===== src/verilog/udst_params.svh =====
// constants for the device state tracker
`ifndef UDST_PARAMS_SVH
`define UDST_PARAMS_SVH

`define UDST_CLK_KHZ          200000
`define UDST_IDLE_MS          3
`define UDST_IDLE_CYC         (`UDST_IDLE_MS * `UDST_CLK_KHZ)
`define UDST_ADDR_W           7
`define UDST_DEF_ADDR         7'h00
`define UDST_CFG_W            8
`define UDST_CFG_NONE         8'h00
`define UDST_BUS_MA_LIMIT     100
`define UDST_IDLE_CNT_W       20

`endif


===== src/verilog/udst_pkg.sv =====
// types for the device state tracker
package udst_pkg;

typedef enum logic [2:0]
{
    UDST_ATTACHED,
    UDST_POWERED,
    UDST_DEFAULT,
    UDST_ADDRESS,
    UDST_CONFIGURED
} udst_state_t;

endpackage : udst_pkg


===== src/verilog/udst_sync.sv =====
// two-flop synchroniser for one pin
module udst_sync
(
    input  wire logic i_ref_clk,
    input  wire logic i_nrst,
    input  wire logic i_pin,
    output logic      o_sync
);

typedef struct packed
{
    logic s1;
    logic s2;
} udst_sync_t;

udst_sync_t q_r;
udst_sync_t q_nxt;

always_comb
begin
    q_nxt.s1 = i_pin;
    q_nxt.s2 = q_r.s1;
end

always_ff @(posedge i_ref_clk)
begin
    if (!i_nrst)
    begin
        q_r <= '0;
    end
    else
    begin
        q_r <= q_nxt;
    end
end

assign o_sync = q_r.s2;

endmodule : udst_sync


===== src/verilog/udst_tracker.sv =====
// device visible-state tracker: reset, address, configuration, suspend, power
`include "udst_params.svh"

module udst_tracker
    import udst_pkg::*;
#(
    parameter logic [`UDST_IDLE_CNT_W-1:0] IDLE_CYC = `UDST_IDLE_CNT_W'(`UDST_IDLE_CYC)
)
(
    input  wire logic                    i_ref_clk,
    input  wire logic                    i_nrst,
    input  wire logic                    i_attached,
    input  wire logic                    i_vbus,
    input  wire logic                    i_bus_reset,
    input  wire logic                    i_bus_activity,
    input  wire logic                    i_hs_chirp_ok,
    input  wire logic                    i_self_powered,
    input  wire logic                    i_hs_capable,
    input  wire logic                    i_tok_valid,
    input  wire logic [`UDST_ADDR_W-1:0] i_tok_addr,
    input  wire logic                    i_set_addr,
    input  wire logic [`UDST_ADDR_W-1:0] i_set_addr_val,
    input  wire logic                    i_set_cfg,
    input  wire logic [`UDST_CFG_W-1:0]  i_set_cfg_val,
    input  wire logic                    i_cfg_one_mode,
    input  wire logic                    i_cfg_high_power,
    input  wire logic                    i_set_rwake,
    input  wire logic                    i_clr_rwake,
    output logic [2:0]                   o_state,
    output logic                         o_suspended,
    output logic                         o_in_reset,
    output logic                         o_tok_match,
    output logic [`UDST_ADDR_W-1:0]      o_dev_addr,
    output logic [`UDST_CFG_W-1:0]       o_cfg_val,
    output logic                         o_self_powered,
    output logic                         o_high_speed,
    output logic                         o_rwake_en,
    output logic                         o_ep_reset
);

// ----------------------------------------------------------------
// pin synchronisers
// ----------------------------------------------------------------
logic att_s;
logic vbus_s;
logic rst_s;
logic act_s;
logic chirp_s;
logic selfp_s;

udst_sync u_sync_att
(
    .i_ref_clk (i_ref_clk),
    .i_nrst    (i_nrst),
    .i_pin     (i_attached),
    .o_sync    (att_s)
);

udst_sync u_sync_vbus
(
    .i_ref_clk (i_ref_clk),
    .i_nrst    (i_nrst),
    .i_pin     (i_vbus),
    .o_sync    (vbus_s)
);

udst_sync u_sync_rst
(
    .i_ref_clk (i_ref_clk),
    .i_nrst    (i_nrst),
    .i_pin     (i_bus_reset),
    .o_sync    (rst_s)
);

udst_sync u_sync_act
(
    .i_ref_clk (i_ref_clk),
    .i_nrst    (i_nrst),
    .i_pin     (i_bus_activity),
    .o_sync    (act_s)
);

udst_sync u_sync_chirp
(
    .i_ref_clk (i_ref_clk),
    .i_nrst    (i_nrst),
    .i_pin     (i_hs_chirp_ok),
    .o_sync    (chirp_s)
);

udst_sync u_sync_selfp
(
    .i_ref_clk (i_ref_clk),
    .i_nrst    (i_nrst),
    .i_pin     (i_self_powered),
    .o_sync    (selfp_s)
);

// ----------------------------------------------------------------
// state
// ----------------------------------------------------------------
typedef struct packed
{
    udst_state_t                 state;
    logic                        susp;
    logic                        in_rst;
    logic                        hs_seen;
    logic                        hs;
    logic [`UDST_IDLE_CNT_W-1:0] idle_cnt;
    logic [`UDST_ADDR_W-1:0]     addr;
    logic [`UDST_CFG_W-1:0]      cfg;
    logic                        selfp;
    logic                        selfp_known;
    logic                        rwake;
    logic                        ep_rst;
    logic                        tok_match;
} udst_regs_t;

udst_regs_t q_r;
udst_regs_t q_nxt;

logic powered_ok;
logic src_change;
logic reset_done;

assign powered_ok = att_s & vbus_s;
assign src_change = q_r.selfp_known & (selfp_s != q_r.selfp);
assign reset_done = q_r.in_rst & ~rst_s;

// ----------------------------------------------------------------
// next-state logic
// ----------------------------------------------------------------
always_comb
begin
    q_nxt           = q_r;
    q_nxt.ep_rst    = 1'b0;
    q_nxt.tok_match = 1'b0;

    // power source status follows the pin at all times
    q_nxt.selfp       = selfp_s;
    q_nxt.selfp_known = 1'b1;

    if (!powered_ok)
    begin
        q_nxt.state    = UDST_ATTACHED;
        q_nxt.susp     = 1'b0;
        q_nxt.in_rst   = 1'b0;
        q_nxt.hs_seen  = 1'b0;
        q_nxt.hs       = 1'b0;
        q_nxt.idle_cnt = '0;
        q_nxt.addr     = `UDST_DEF_ADDR;
        q_nxt.cfg      = `UDST_CFG_NONE;
        q_nxt.rwake    = 1'b0;
    end
    else if (rst_s)
    begin
        // reset signaling in progress; high-speed handshake sampled here
        q_nxt.in_rst   = 1'b1;
        q_nxt.susp     = 1'b0;
        q_nxt.idle_cnt = '0;
        q_nxt.rwake    = 1'b0;
        if (i_hs_capable && chirp_s)
        begin
            q_nxt.hs_seen = 1'b1;
        end
        if (q_r.state == UDST_ATTACHED)
        begin
            q_nxt.state = UDST_POWERED;
        end
    end
    else if (reset_done)
    begin
        q_nxt.in_rst  = 1'b0;
        q_nxt.state   = UDST_DEFAULT;
        q_nxt.addr    = `UDST_DEF_ADDR;
        q_nxt.cfg     = `UDST_CFG_NONE;
        // no chirp means full speed, still a complete reset
        q_nxt.hs      = q_r.hs_seen;
        q_nxt.hs_seen = 1'b0;
    end
    else
    begin
        if (q_r.state == UDST_ATTACHED)
        begin
            q_nxt.state = UDST_POWERED;
        end

        // inactivity timer; address untouched while suspended, state changed only by the power source drop below
        if (act_s)
        begin
            q_nxt.idle_cnt = '0;
            q_nxt.susp     = 1'b0;
        end
        else if (!q_r.susp)
        begin
            if (q_r.idle_cnt >= IDLE_CYC - 1'b1)
            begin
                q_nxt.susp = 1'b1;
            end
            else
            begin
                q_nxt.idle_cnt = q_r.idle_cnt + 1'b1;
            end
        end

        if (!q_r.susp && q_r.state != UDST_POWERED && q_r.state != UDST_ATTACHED)
        begin
            if (i_tok_valid)
            begin
                // default pipe answers at current address, default or assigned
                q_nxt.tok_match = (i_tok_addr == q_r.addr);
            end

            if (i_set_addr && q_r.state != UDST_CONFIGURED)
            begin
                q_nxt.addr  = i_set_addr_val;
                q_nxt.state = (i_set_addr_val == `UDST_DEF_ADDR) ? UDST_DEFAULT
                                                                 : UDST_ADDRESS;
            end
            else if (i_set_cfg && q_r.state != UDST_DEFAULT)
            begin
                q_nxt.cfg    = i_set_cfg_val;
                q_nxt.ep_rst = (i_set_cfg_val != `UDST_CFG_NONE);
                q_nxt.state  = (i_set_cfg_val != `UDST_CFG_NONE) ? UDST_CONFIGURED
                                                                 : UDST_ADDRESS;
            end

            if (i_set_rwake)
            begin
                q_nxt.rwake = 1'b1;
            end
            else if (i_clr_rwake)
            begin
                q_nxt.rwake = 1'b0;
            end
        end

        // power source change drops a configuration that cannot follow
        if (src_change && q_r.state == UDST_CONFIGURED)
        begin
            if (i_cfg_one_mode || (i_cfg_high_power && !selfp_s))
            begin
                q_nxt.cfg   = `UDST_CFG_NONE;
                q_nxt.state = UDST_ADDRESS;
                // no endpoint reset for a dropped configuration
                q_nxt.ep_rst = 1'b0;
            end
        end
    end
end

// ----------------------------------------------------------------
// registers
// ----------------------------------------------------------------
always_ff @(posedge i_ref_clk)
begin
    if (!i_nrst)
    begin
        q_r       <= '0;
        q_r.state <= UDST_ATTACHED;
        q_r.addr  <= `UDST_DEF_ADDR;
        q_r.cfg   <= `UDST_CFG_NONE;
    end
    else
    begin
        q_r <= q_nxt;
    end
end

// ----------------------------------------------------------------
// outputs
// ----------------------------------------------------------------
assign o_state        = q_r.state;
assign o_suspended    = q_r.susp;
assign o_in_reset     = q_r.in_rst;
assign o_tok_match    = q_r.tok_match;
assign o_dev_addr     = q_r.addr;
assign o_cfg_val      = q_r.cfg;
assign o_self_powered = q_r.selfp;
assign o_high_speed   = q_r.hs;
assign o_rwake_en     = q_r.rwake;
assign o_ep_reset     = q_r.ep_rst;

endmodule : udst_tracker


===== config.mk =====
export PLATFORM = sky130hd
export DESIGN_NAME = udst_tracker
export DESIGN_NICKNAME = d
export VERILOG_FILES = /design/src/verilog/udst_pkg.sv /design/src/verilog/udst_sync.sv /design/src/verilog/udst_tracker.sv
export VERILOG_INCLUDE_DIRS = /design/src /design/src/verilog
export SDC_FILE = /design/constraint.sdc
export NUM_CORES = 1
export LEC_CHECK = 0
export BUFFER_PORTS_ARGS = -buffer_cell sky130_fd_sc_hd__clkbuf_2
export CAP_MARGIN = 20
export CORE_MARGIN = 5
export CORE_UTILIZATION = 53
export CTS_BUF_LIST = sky130_fd_sc_hd__clkbuf_4 sky130_fd_sc_hd__clkbuf_8 sky130_fd_sc_hd__clkbuf_16
export DETAILED_ROUTE_END_ITERATION = 10
export GPL_ROUTABILITY_DRIVEN = 0
export PLACE_DENSITY_LB_ADDON = 0.05
export SLEW_MARGIN = 20
export SYNTH_ARGS = -nofsm -noshare
export SYNTH_HDL_FRONTEND = slang
export SYNTH_SLANG_ARGS = --single-unit

===== constraint.sdc =====
create_clock -name i_ref_clk -period 2.5 [get_ports i_ref_clk]
set_clock_uncertainty 0.05 [all_clocks]
set_input_delay 0.375 -clock i_ref_clk [delete_from_list [all_inputs] [get_ports i_ref_clk]]
set_output_delay 0.375 -clock i_ref_clk [all_outputs]
set_load 0.02 [all_outputs]

==> impl_metrics.env <==
export IMPL_crit_family="simple AND/OR/NAND/NOR gates"
export IMPL_grt_max_degree=22
export IMPL_finalSetupViolCount=0
export IMPL_postCtsHoldBufs=0
export IMPL_syn_to_final_growth_pct=18.6
export IMPL_syn_area_um2=2740
export IMPL_grt_usage=0.194
export IMPL_ctsResizeCount=0
export IMPL_vias=2410
export IMPL_first_pass_iters=4
export IMPL_fin_crit_sh=0.883
export IMPL_ir_drop_mv=0.450
export IMPL_async_flop_share=0
export IMPL_hold_path_class="in -> reg"
export IMPL_drc_errors=0
export IMPL_max_slew_margin=0.521
export IMPL_stdcell_area_um2=3250
export IMPL_clkSlewWorstSetupHoldPaths_ps=70
export IMPL_worstPathArrival_ps=2410
export IMPL_final_common_cell="clkbuf_2"
export IMPL_route_met2_wl_um=2830
export IMPL_wl_met3_um=419
export IMPL_slowest_delay_ps=480
export IMPL_nets=398
export IMPL_core_area_um2=5070
export IMPL_die_y_um=81.9
export IMPL_cp_num_buf_inv=1
export IMPL_die_area_um2=6710
export IMPL_cp_data_required_time_ps=2700
export IMPL_instances_no_fill=434
export IMPL_fin_crit_ps=2210
export IMPL_fp_dieW_um=81.9
export IMPL_diodes=0
export IMPL_drt_iter0_drc=138
export IMPL_cp_slowest_cell="or4_1"
export IMPL_ys_ff_latch=59
export IMPL_synth_main_ff_cell="dfxtp_1"
export IMPL_leakagePower_uw=0.00124
export IMPL_portBuffers=62
export IMPL_p_per_area_nw_per_um2=616
export IMPL_reg2reg_slack_ps=290
export IMPL_wl_per_cell_um=14.0
export IMPL_num_io_pins=63
export IMPL_initial_core_util=0.540
export IMPL_cts_setup_buffers=0
export IMPL_wl_um=6090
export IMPL_grt_first_pass_wirelength_um=10100
export IMPL_via_per_inst=5.55
export IMPL_place_area_um2=3020
export IMPL_dp_slack_ps=306
export IMPL_status="finished clean"
export IMPL_synth_area_per_cell_um2=8.98
export IMPL_htree_levels=3
export IMPL_layout_common_cells="62 x clkbuf_2, 59 x dfxtp_1, 30 x nand2_1"
export IMPL_postSynthCellCount=305
export IMPL_grt_ovfl_total=0
export IMPL_total_power_uw=2000
export IMPL_routedLengthMet1_um=2790
export IMPL_rsz0062_at_grt="no"
export IMPL_cp_end_kind="flip-flop"
export IMPL_synth_distinct_cells=50
export IMPL_hold_violations=0
export IMPL_maxCapViolCount=0
export IMPL_dp_cells=418
export IMPL_routed_top_layer="met4"
export IMPL_synth_net_count=344
export IMPL_root_buffer="clkbuf_8"
export IMPL_worstPathMaxFanout=21
export IMPL_criticalPathCategory="reg -> reg"
export IMPL_clock_latency_ps=330
export IMPL_synth_edf_count=0
export IMPL_cts_buffers=9
export IMPL_fmaxAchievable_mhz=453
export IMPL_startpoint_type="flip-flop"
export IMPL_hpwl_um=4410
export IMPL_cts_tree="yes"
export IMPL_ant_nets=0
export IMPL_slew_viol_final=0
export IMPL_antenna_found_initial=0
export IMPL_synth_yosys_seq_area_share=0.431
export IMPL_fillers=449
export IMPL_first_global_vias=2267
export IMPL_worstMarginPinSlew_ps=714
export IMPL_rows=26
export IMPL_crit_chain="ha_1, and3_1, a311oi_1, nor3_1, buf_4, or4_1, a21oi_1"
export IMPL_setup_tns_ps=0
export IMPL_numClockSinks=59
export IMPL_ys_warn_count=0
export IMPL_drive_above_1_share=0.253
export IMPL_layout_setup_ws_ps=292
export IMPL_clock_path_buffers=2
[flip-flops by register name, summed over array words and instances, names as in the netlist, 3 cells and up]
register,cells
q_r,22
o_cfg_val,8
o_dev_addr,7
o_state,3
[worst register-to-register path, stage by stage, from the launching register on]
cell and delay (ps):
dfxtp_1 350, ha_1 220, and3_1 200, a311oi_1 370
nor3_1 80, buf_4 210, or4_1 480, a21oi_1 160
[Yosys cell counts (7+ instances only)]
master / instances / area [um^2]
nor2_1: 15 / 56.3
nand2b_1: 9 / 56.3
nand3_1: 9 / 45.0
nor3_1: 7 / 35.0
a21oi_1: 23 / 115
dfxtp_1: 59 / 1180
and2_1: 15 / 93.8
nand2_1: 30 / 113
or4_1: 10 / 75.1
buf_4: 18 / 135
o31ai_1: 8 / 60.1
a22o_1: 10 / 87.6
mux2i_1: 12 / 120
[final timing paths]
kind,start,endpoint,cells past startpoint
setup / recovery,q_r[20],q_r[33],7
setup reg to reg,q_r[20],q_r[33],7
hold / removal,i_bus_reset,u_sync_rst.q_nxt[0],2
hold reg to reg,u_sync_act.q_nxt[0],u_sync_act.o_sync,1
[stage by stage]
| step | hold WS [ps] | utilization |
|---|---|---|
| after global routing | 177 | 0.640 |
| after CTS | 181 | 0.640 |
| after floorplan | 353 | - |
| after detailed placement | 368 | 0.596 |
| final | 193 | 0.640 |
| after global placement | 365 | 0.596 |
[where the power goes]
group | total, uW | internal, uW | switching (uW)
registers | 956 | 950 | 6.21
logic | 60.2 | 33.1 | 27.1
clock network | 986 | 588 | 398
total | 2000 | 1570 | 431
[kinds of logic (layout without fill, tap and decap cells)]
logic type / after synthesis / in the layout / synth area share
adders and majority gates: 1 / 1 / 0.00457
buffers and inverters: 33 / 92 / 0.0717
and+or+nand+nor: 123 / 123 / 0.248
xor gates and xnor gates: 7 / 7 / 0.0224
AOI/OAI and AO/OA: 70 / 70 / 0.178
muxes: 12 / 12 / 0.0439
DFF: 59 / 59 / 0.431
[routing by layer]
| metal | vias up | GRT usage |
|---|---|---|
| met1 | 1123 | 0.240 |
| li1 | 1213 | - |
| met4 | 0 | 0.0930 |
| met2 | 69 | 0.317 |
| met3 | 5 | 0.0428 |
| met5 | - | 0 |
[final cells by class]
type / instances / area, um^2 / area share
timing repair buffer: 70 / 370 / 0.114
sequential: 59 / 1180 / 0.363
inverter: 6 / 22.5 / 0.00693
clock buffer: 10 / 138 / 0.0424
tap: 70 / 87.6 / 0.0270
clock inverter: 6 / 88.8 / 0.0273
multi-input combinational: 213 / 1360 / 0.419
No activity file was read; power rests on OpenSTA's default activity.
